### src/hw/fwp_defs.vh
`ifndef FWP_DEFS_VH
`define FWP_DEFS_VH
// command opcodes
`define FWP_OP_WRITE_ENABLE_COMMAND      8'h06
`define FWP_OP_WRDI      8'h04
`define FWP_OP_RDSR      8'h05
`define FWP_OP_RDCR      8'h35
`define FWP_OP_WRSR      8'h01
`define FWP_OP_WRCR      8'h11
`define FWP_OP_PP        8'h02
`define FWP_OP_PE        8'h81
`define FWP_OP_SE        8'h20
`define FWP_OP_BE32      8'h52
`define FWP_OP_BE64      8'hd8
`define FWP_OP_CE        8'hc7
`define FWP_OP_CE_ALT    8'h60
`define FWP_OP_DP        8'hb9
`define FWP_OP_RDP       8'hab
`define FWP_OP_SUS       8'h75
`define FWP_OP_RES       8'h7a
// status bit positions
`define FWP_SR_WIP       0
`define FWP_SR_WEL       1
`define FWP_SR_BP_LO     2
`define FWP_SR_BP_HI     6
`define FWP_SR_SRP0      7
// configuration bit positions
`define FWP_CR_SRP1      0
`define FWP_CR_DRIVE_STRENGTH_BIT1      6
// delivery values
`define FWP_SR_RESET     8'h00
`define FWP_CR_RESET     8'h40
// protection-field masks for status and configuration writes
`define FWP_SR_WP_MASK   8'hfc
`define FWP_CR_WP_MASK   8'h01
// frame lengths in bytes
`define FWP_LEN_CMD      9'h001
`define FWP_LEN_REG      9'h002
`define FWP_LEN_ERASE    9'h004
`define FWP_LEN_PP_MIN   9'h005
`define FWP_LEN_SAT      9'h1ff
// address-range masks (22-bit array)
`define FWP_ADDR_TOP     22'h3fffff
`define FWP_MASK_PAGE    22'h0000ff
`define FWP_MASK_4K      22'h000fff
`define FWP_MASK_32K     22'h007fff
`define FWP_MASK_64K     22'h00ffff
// timing, microseconds and clock rate
`define FWP_CLK_MHZ      25
`define FWP_T_PP_MAX_US  3000
`define FWP_T_ER_MAX_US  20000
`define FWP_T_SUSP_US    30
`endif

### src/hw/fwp_range.v
`timescale 1ns/1ps
`include "fwp_defs.vh"
// decodes the block-protect field and checks a target region against it
module fwp_range
(
  input  wire [4:0]  bp,
  input  wire [21:0] tgt_lo,
  input  wire [21:0] tgt_hi,
  output reg         hit
);
  reg [2:0]  sh;
  reg [21:0] mask;
  reg [21:0] plo;
  reg [21:0] phi;

  // protected window from the field, then overlap with the target
  always @*
  begin
    sh   = 3'h0;
    mask = 22'h000000;
    plo  = 22'h000000;
    phi  = 22'h000000;
    hit  = 1'b0;
    if (bp[4])
    begin
      sh   = (bp[2:0] > 3'h4) ? 3'h3 : (bp[2:0] - 3'h1);
      mask = ((`FWP_MASK_4K + 22'h000001) << sh) - 22'h000001;
    end
    else
    begin
      sh   = bp[2:0] - 3'h1;
      mask = ((`FWP_MASK_64K + 22'h000001) << sh) - 22'h000001;
    end
    if (bp[3])
    begin
      plo = 22'h000000;
      phi = mask;
    end
    else
    begin
      plo = `FWP_ADDR_TOP - mask;
      phi = `FWP_ADDR_TOP;
    end
    if (bp[2:0] == 3'h0)
      hit = 1'b0;
    else if (bp[2:0] == 3'h7)
      hit = 1'b1;
    else
      hit = (tgt_lo <= phi) && (tgt_hi >= plo);
  end
endmodule

### src/hw/fwp_top.v
`timescale 1ns/1ps
`include "fwp_defs.vh"
module fwp_top
#(
  parameter PROG_CYC  = `FWP_T_PP_MAX_US * `FWP_CLK_MHZ,
  parameter ERASE_CYC = `FWP_T_ER_MAX_US * `FWP_CLK_MHZ,
  parameter TMR_W     = 20
)
(
  input  wire        sys_clk,
  input  wire        nrst,
  input  wire        sclk,
  input  wire        cs_n,
  input  wire        si,
  input  wire        wp_n,
  output reg         so_q,
  output reg         so_oe_n_q,
  output reg  [7:0]  status_q,
  output reg  [7:0]  config_q,
  output reg         suspended_q,
  output reg         dpd_q,
  output reg         pp_data_vld_q,
  output reg  [7:0]  pp_data_q,
  output reg         mem_commit_q,
  output reg  [7:0]  mem_op_q,
  output reg  [21:0] mem_addr_q,
  output reg         mem_done_q
);
  localparam ST_STBY = 2'h0;
  localparam ST_BUSY = 2'h1;
  localparam ST_SUSP = 2'h2;
  localparam ST_DPD  = 2'h3;
  localparam [TMR_W-1:0] PROG_T  = PROG_CYC[TMR_W-1:0];
  localparam [TMR_W-1:0] ERASE_T = ERASE_CYC[TMR_W-1:0];

  reg [2:0]       sclk_s;
  reg [2:0]       cs_s;
  reg [1:0]       si_s;
  reg [1:0]       wp_s;
  reg [1:0]       st_q;
  reg [1:0]       st_d;
  reg [2:0]       bit_q;
  reg [8:0]       byte_q;
  reg [7:0]       sh_q;
  reg [7:0]       op_q;
  reg [23:0]      addr_q;
  reg [7:0]       wbyte_q;
  reg [7:0]       out_q;
  reg             rd_q;
  reg [TMR_W-1:0] tmr_q;
  reg [7:0]       sh_n;
  reg [21:0]      tlo;
  reg [21:0]      thi;
  reg             is_mem;
  reg             len_ok;
  wire            hit;

  wire sclk_rise = sclk_s[1] & ~sclk_s[2];
  wire sclk_fall = ~sclk_s[1] & sclk_s[2];
  wire cs_rise   = cs_s[1] & ~cs_s[2];
  wire cs_act    = ~cs_s[1];
  wire write_enable_latch       = status_q[`FWP_SR_WEL];
  wire wp_low    = ~wp_s[1];

  // two-flop synchronisers, third sclk/cs stage for edge finding
  always @(posedge sys_clk or negedge nrst)
  begin
    if (!nrst)
    begin
      sclk_s <= 3'h0;
      cs_s   <= 3'h7;
      si_s   <= 2'h0;
      wp_s   <= 2'h3;
    end
    else
    begin
      sclk_s <= {sclk_s[1:0], sclk};
      cs_s   <= {cs_s[1:0], cs_n};
      si_s   <= {si_s[0], si};
      wp_s   <= {wp_s[0], wp_n};
    end
  end

  // target region of the captured command and its length check
  always @*
  begin
    sh_n   = {sh_q[6:0], si_s[1]};
    tlo    = addr_q[21:0];
    thi    = addr_q[21:0];
    is_mem = 1'b1;
    len_ok = 1'b0;
    case (op_q)
      `FWP_OP_PP:
      begin
        tlo    = addr_q[21:0] & ~`FWP_MASK_PAGE;
        thi    = addr_q[21:0] | `FWP_MASK_PAGE;
        len_ok = byte_q >= `FWP_LEN_PP_MIN;
      end
      `FWP_OP_PE:
      begin
        tlo    = addr_q[21:0] & ~`FWP_MASK_PAGE;
        thi    = addr_q[21:0] | `FWP_MASK_PAGE;
        len_ok = byte_q == `FWP_LEN_ERASE;
      end
      `FWP_OP_SE:
      begin
        tlo    = addr_q[21:0] & ~`FWP_MASK_4K;
        thi    = addr_q[21:0] | `FWP_MASK_4K;
        len_ok = byte_q == `FWP_LEN_ERASE;
      end
      `FWP_OP_BE32:
      begin
        tlo    = addr_q[21:0] & ~`FWP_MASK_32K;
        thi    = addr_q[21:0] | `FWP_MASK_32K;
        len_ok = byte_q == `FWP_LEN_ERASE;
      end
      `FWP_OP_BE64:
      begin
        tlo    = addr_q[21:0] & ~`FWP_MASK_64K;
        thi    = addr_q[21:0] | `FWP_MASK_64K;
        len_ok = byte_q == `FWP_LEN_ERASE;
      end
      `FWP_OP_CE, `FWP_OP_CE_ALT:
      begin
        tlo    = 22'h000000;
        thi    = `FWP_ADDR_TOP;
        len_ok = byte_q == `FWP_LEN_CMD;
      end
      `FWP_OP_WRSR, `FWP_OP_WRCR:
      begin
        is_mem = 1'b0;
        len_ok = byte_q == `FWP_LEN_REG;
      end
      default:
      begin
        is_mem = 1'b0;
        len_ok = byte_q == `FWP_LEN_CMD;
      end
    endcase
    len_ok = len_ok & (bit_q == 3'h0);
  end

  fwp_range i_fwp_range
  (
    .bp     (status_q[`FWP_SR_BP_HI:`FWP_SR_BP_LO]),
    .tgt_lo (tlo),
    .tgt_hi (thi),
    .hit    (hit)
  );

  // serial frame capture, sampled on sclk rising edges
  always @(posedge sys_clk or negedge nrst)
  begin
    if (!nrst)
    begin
      bit_q         <= 3'h0;
      byte_q        <= 9'h000;
      sh_q          <= 8'h00;
      op_q          <= 8'h00;
      addr_q        <= 24'h000000;
      wbyte_q       <= 8'h00;
      pp_data_vld_q <= 1'b0;
      pp_data_q     <= 8'h00;
    end
    else
    begin
      pp_data_vld_q <= 1'b0;
      if (!cs_act)
      begin
        bit_q  <= 3'h0;
        byte_q <= 9'h000;
      end
      else if (sclk_rise)
      begin
        sh_q  <= sh_n;
        bit_q <= bit_q + 3'h1;
        if (bit_q == 3'h7)
        begin
          if (byte_q != `FWP_LEN_SAT)
            byte_q <= byte_q + 9'h001;
          if (byte_q == 9'h000)
            op_q <= sh_n;
          else if (byte_q < `FWP_LEN_ERASE)
            addr_q <= {addr_q[15:0], sh_n};
          if (byte_q == `FWP_LEN_CMD)
            wbyte_q <= sh_n;
          if ((op_q == `FWP_OP_PP) && (byte_q >= `FWP_LEN_ERASE) && (st_q == ST_STBY))
          begin
            pp_data_vld_q <= 1'b1; // staged only, applied on commit
            pp_data_q     <= sh_n;
          end
        end
      end
    end
  end

  // status and configuration read-out, shifted on sclk falling edges
  always @(posedge sys_clk or negedge nrst)
  begin
    if (!nrst)
    begin
      out_q     <= 8'h00;
      rd_q      <= 1'b0;
      so_q      <= 1'b0;
      so_oe_n_q <= 1'b1;
    end
    else if (!cs_act)
    begin
      rd_q      <= 1'b0;
      so_oe_n_q <= 1'b1;
    end
    else if (sclk_rise && (bit_q == 3'h7) && (byte_q == 9'h000) && (st_q != ST_DPD))
    begin
      if (sh_n == `FWP_OP_RDSR)
      begin
        out_q <= status_q;
        rd_q  <= 1'b1;
      end
      else if (sh_n == `FWP_OP_RDCR)
      begin
        out_q <= config_q;
        rd_q  <= 1'b1;
      end
    end
    else if (sclk_fall && rd_q)
    begin
      so_q      <= out_q[7];
      so_oe_n_q <= 1'b0;
      out_q     <= {out_q[6:0], out_q[7]};
    end
  end

  // control state machine next state
  always @*
  begin
    st_d = st_q;
    case (st_q)
      ST_STBY:
        if (cs_rise && len_ok)
        begin
          if (op_q == `FWP_OP_DP)
            st_d = ST_DPD;
          else if (is_mem && write_enable_latch && !hit)
            st_d = ST_BUSY;
        end
      ST_BUSY:
        if (cs_rise && len_ok && (op_q == `FWP_OP_SUS))
          st_d = ST_SUSP;
        else if (tmr_q == {TMR_W{1'b0}})
          st_d = ST_STBY;
      ST_SUSP:
        if (cs_rise && len_ok && (op_q == `FWP_OP_RES))
          st_d = ST_BUSY;
      ST_DPD:
        if (cs_rise && len_ok && (op_q == `FWP_OP_RDP))
          st_d = ST_STBY;
      default:
        st_d = ST_STBY;
    endcase
  end

  // state, registers, timer and array commit
  always @(posedge sys_clk or negedge nrst)
  begin
    if (!nrst)
    begin
      st_q         <= ST_STBY;
      status_q     <= `FWP_SR_RESET;
      config_q     <= `FWP_CR_RESET;
      tmr_q        <= {TMR_W{1'b0}};
      suspended_q  <= 1'b0;
      dpd_q        <= 1'b0;
      mem_commit_q <= 1'b0;
      mem_op_q     <= 8'h00;
      mem_addr_q   <= 22'h000000;
      mem_done_q   <= 1'b0;
    end
    else
    begin
      st_q         <= st_d;
      mem_commit_q <= 1'b0;
      mem_done_q   <= 1'b0;
      suspended_q  <= (st_d == ST_SUSP);
      dpd_q        <= (st_d == ST_DPD);
      status_q[`FWP_SR_WIP] <= (st_d == ST_BUSY);
      if ((st_q == ST_BUSY) && (st_d == ST_BUSY) && (tmr_q != {TMR_W{1'b0}}))
        tmr_q <= tmr_q - {{(TMR_W-1){1'b0}}, 1'b1};
      if ((st_q == ST_BUSY) && (st_d == ST_STBY))
        mem_done_q <= 1'b1;
      if ((st_q == ST_STBY) && cs_rise && len_ok)
      begin
        case (op_q)
          `FWP_OP_WRITE_ENABLE_COMMAND:
            status_q[`FWP_SR_WEL] <= 1'b1;
          `FWP_OP_WRDI:
            status_q[`FWP_SR_WEL] <= 1'b0;
          `FWP_OP_WRSR:
            if (write_enable_latch)
            begin
              if (!wp_low)
                status_q[`FWP_SR_SRP0:`FWP_SR_BP_LO] <= wbyte_q[`FWP_SR_SRP0:`FWP_SR_BP_LO];
              status_q[`FWP_SR_WEL] <= 1'b0;
            end
          `FWP_OP_WRCR:
            if (write_enable_latch)
            begin
              config_q <= wp_low ? ((wbyte_q & ~`FWP_CR_WP_MASK) | (config_q & `FWP_CR_WP_MASK))
                                 : wbyte_q;
              status_q[`FWP_SR_WEL] <= 1'b0;
            end
          default:
            if (is_mem && write_enable_latch && !hit)
            begin
              mem_commit_q          <= 1'b1;
              mem_op_q              <= op_q;
              mem_addr_q            <= tlo;
              status_q[`FWP_SR_WEL] <= 1'b0;
              tmr_q                 <= (op_q == `FWP_OP_PP) ? PROG_T : ERASE_T;
            end
        endcase
      end
    end
  end
endmodule

### config.mk
export PLATFORM = sky130hd
export DESIGN_NAME = fwp_top
export DESIGN_NICKNAME = d
export VERILOG_FILES = /design/src/hw/fwp_range.v /design/src/hw/fwp_top.v
export VERILOG_INCLUDE_DIRS = /design/src /design/src/hw
export SDC_FILE = /design/constraint.sdc
export NUM_CORES = 1
export LEC_CHECK = 0
export BUFFER_PORTS_ARGS = -buffer_cell sky130_fd_sc_hd__clkbuf_2
export CORE_MARGIN = 3
export CORE_UTILIZATION = 47
export CTS_BUF_LIST = sky130_fd_sc_hd__clkbuf_4 sky130_fd_sc_hd__clkbuf_8 sky130_fd_sc_hd__clkbuf_16
export DETAILED_ROUTE_END_ITERATION = 8
export HOLD_SLACK_MARGIN = 0.15
export PLACE_DENSITY = 0.74
export SETUP_SLACK_MARGIN = 0.1
export SLEW_MARGIN = 20
export SYNTH_ARGS = -nofsm -noshare
export SYNTH_HDL_FRONTEND = slang
export SYNTH_SLANG_ARGS = --single-unit
export TNS_END_PERCENT = 30
### constraint.sdc
create_clock -name sys_clk -period 11.3 [get_ports sys_clk]
set_clock_uncertainty 0.05 [all_clocks]
set_input_delay 1.13 -clock sys_clk [delete_from_list [all_inputs] [get_ports sys_clk]]
set_output_delay 1.13 -clock sys_clk [all_outputs]
set_load 0.005 [all_outputs]
==> impl_metrics.env <==
export IMPL_status="complete, no violations"
export IMPL_ys_ff_latch=159
export IMPL_cp_required_ns=11.55
export IMPL_rows=47
export IMPL_synth_edf_count=0
export IMPL_path_delay_family="simple AND/OR/NAND/NOR gates"
export IMPL_cts_buffer_depth=2
export IMPL_start_util_pct=48.97
export IMPL_post_dp_hpwl_um=11970
export IMPL_synth_top_area_share_pct=45.87
export IMPL_cts_root_buf="clkbuf_16"
export IMPL_holdBufCountCts=0
export IMPL_rsz0062_at_grt="false"
export IMPL_worstSetupPathType="flip-flop to flip-flop"
export IMPL_power_leakage_uw=0.004814
export IMPL_synth_area_leaders="dfrtp_1, mux2_2, ha_1"
export IMPL_wire_per_inst_um=16.71
export IMPL_io_pins=67
export IMPL_hold_path_depth=0
export IMPL_critical_path_max_stage_delay_ns=0.52
export IMPL_cts_buffers=17
export IMPL_wirelength_um=17010
export IMPL_postCtsSetupBuffers=0
export IMPL_grt_max_degree=83
export IMPL_finalHoldViolations=0
export IMPL_yosysMostFrequentCell="dfrtp_1"
export IMPL_diodes=0
export IMPL_drv_slew=0
export IMPL_coreArea_um2=16940
export IMPL_ant_nets=0
export IMPL_area_growth_pct=12.58
export IMPL_drt_pass1_iterations=4
export IMPL_synth_top_cells_by_count="dfrtp_1, mux2_2, nor2_1, ha_1, nand2_1"
export IMPL_grt_pass1_vias=5634
export IMPL_fp_dieArea_um2=19270
export IMPL_fin_ws_ns=6.457
export IMPL_crit_top_cell="ha_1"
export IMPL_drive_above_1_share_pct=28.45
export IMPL_die_w_um=138.8
export IMPL_grt_pass1_wl_um=29150
export IMPL_yosysWarnings=0
export IMPL_cpMaxStageDelayCell="nand3_4"
export IMPL_max_freq_mhz=206.5
export IMPL_antenna_found_initial=0
export IMPL_arrival_ns=5.10
export IMPL_crit_fanout=45
export IMPL_yosys_cell_types_count=68
export IMPL_syn_area_per_cell_um2=11.36
export IMPL_tns_ns=0
export IMPL_ir_worst_vdd_uv=126.0
export IMPL_vias_per_cell=5.554
export IMPL_drcViolationCount=0
export IMPL_max_cap_violations=0
export IMPL_groute_usage_overall_pct=18.37
export IMPL_worst_slew_pin_slew_ns=1.037
export IMPL_port_buffers=66
export IMPL_gp_congestion=0.8721
export IMPL_yosysTopAreaCell="dfrtp_1"
export IMPL_insertion_delay_ns=0.42
export IMPL_worst_path_stages=17
export IMPL_cts_sinks=159
export IMPL_reg2reg_depth=17
export IMPL_path_buf_inv=1
export IMPL_ys_seq_area_share_pct=48.08
export IMPL_ys_flop_type="dfrtp_1"
export IMPL_ys_async_sr_fraction_pct=100.0
export IMPL_setup_worst_path_end_class="flip-flop"
export IMPL_synthesis_nets=775
export IMPL_fin_crit_ns=4.843
export IMPL_setup_viol=0
export IMPL_power_density_nw_per_um2=127.7
export IMPL_clk_pin_slew_worst_paths_ns=0.06
export IMPL_path_cells="inv_1, ha_1, ha_1, nand3b_1, o31ai_1, or2_2, a311o_1, a211o_1, and2_1, ha_1, nand4_1, nor2_1, and4_1, nand3_1, a221o_1, nand3_4, mux2_2"
export IMPL_hold_path_class="flip-flop to flip-flop"
export IMPL_post_place_ws_ns=6.480
export IMPL_max_slew_margin_rel_pct=30.52
export IMPL_initialDrtViolationCount=396
export IMPL_fin_crit_sh_pct=42.86
export IMPL_cts_resized=0
export IMPL_start_kind="flip-flop"
export IMPL_gr_total_overflow=0
export IMPL_synth_cells=730
export IMPL_dieHeight_um=138.8
export IMPL_num_fill_cells=1428
export IMPL_syn_area_um2=8293
export IMPL_dr_total_vias=5654
export IMPL_cts_htree_levels=4
export IMPL_cts_tree="built"
export IMPL_nNetsFinal=830
==> report_power, final <==
group | switching, µW | internal (µW)
clock network | 224 | 321
logic | 18.4 | 14.7
registers | 31.9 | 582
==> routing by layer <==
metal / vias to the layer above / share of wire (%) / global-route usage, %
met1: 2797 / 49 / 27.35
met2: 123 / 45 / 27.08
li1: 2712 / - / -
met5: - / 0 / 0
met4: 0 / 1.5 / 5.716
met3: 22 / 4.6 / 3.793
==> final timing paths <==
check | from | endpoint | slack (ns)
worst max-delay path | status_q[2]$_DFFE_PN0P_ | mem_addr_q[15]$_DFFE_PN0P_ | 6.46
worst min register to register | si_s[0]$_DFF_PN0_ | si_s[1]$_DFF_PN0_ | 0.30
worst max register to register | status_q[2]$_DFFE_PN0P_ | mem_addr_q[15]$_DFFE_PN0P_ | 6.46
worst min-delay path | si_s[0]$_DFF_PN0_ | si_s[1]$_DFF_PN0_ | 0.30
min in group asynchronous | nrst | mem_addr_q[0]$_DFFE_PN0P_ | 0.67
max in group asynchronous | nrst | sh_q[0]$_DFFE_PN0P_ | 9.07
==> state kept, by name, summed over array words and instances, names as in the netlist, 2 cells and up <==
register,flops
si_s,2
sclk_s,3
wp_s,2
bit_q,3
wbyte_q,8
status_q,8
mem_addr_q,22
op_q,8
byte_q,9
tmr_q,20
config_q,8
sh_q,7
st_q,2
addr_q,22
pp_data_q,8
cs_s,3
out_q,8
mem_op_q,8
==> stage by stage <==
stage / hold WS, ns / util (%) / total power [µW] / instance area (µm²) / std cells
2_1_floorplan: 0.2812 / - / 627.4 / 8293 / 730
3_3_place_gp: 0.2816 / 51.80 / 655.0 / 8773 / 986
3_5_place_dp: 0.2878 / 51.80 / 657.5 / 8773 / 986
4_1_cts: 0.3034 / 55.13 / 1203 / 9336 / 1018
5_1_grt: 0.3119 / 55.13 / 1233 / 9336 / 1018
6_report: 0.3006 / 55.13 / 1192 / 9336 / 1018
==> placed cells by master (no fill, tap or decap), drive strengths merged, types with 3 or more instances in the layout <==
cell type,instances
and4,4
dfstp,7
nand2b,13
mux2i,15
nor2b,15
buf,4
o31ai,4
o21a,3
or3,6
o21ai,13
clkbuf,88
nor2,61
or2,7
xnor2,22
mux2,97
or4,3
nor4,6
xor2,9
a21oi,31
nand2,34
and3,9
nor3b,3
nand3,16
o211ai,4
inv,19
nor3,18
ha,39
and2,25
a211o,3
clkinv,5
a21o,5
nand3b,5
nand4,15
dfrtp,152
and4b,3
nor4b,4
nand4b,3
==> kinds of logic (layout without fill, tap and decap cells) <==
logic type | count (synthesis) | count (layout) | synth area share (%)
and+or+nand+nor | 256 | 256 | 17.44
DFF | 159 | 159 | 48.08
muxes | 112 | 112 | 15.71
AOI/OAI and AO/OA | 82 | 82 | 6.865
buffers and inverters | 51 | 119 | 2.746
adders and majority gates | 39 | 39 | 5.884
xor gates and xnor gates | 31 | 31 | 3.274
==> cell type report <==
type / instances / area [µm²] / area share, %
multi-input cells: 520 / 4084 / 43.74
flip-flops and latches: 159 / 3988 / 42.71
clock buffers: 23 / 476.7 / 5.106
repair buffers: 69 / 359.1 / 3.846
well taps: 220 / 275.3 / 2.948
clock inverters: 9 / 86.33 / 0.9247
inverters: 18 / 67.56 / 0.7237
Note: power is estimated with default switching activity, not from simulation.
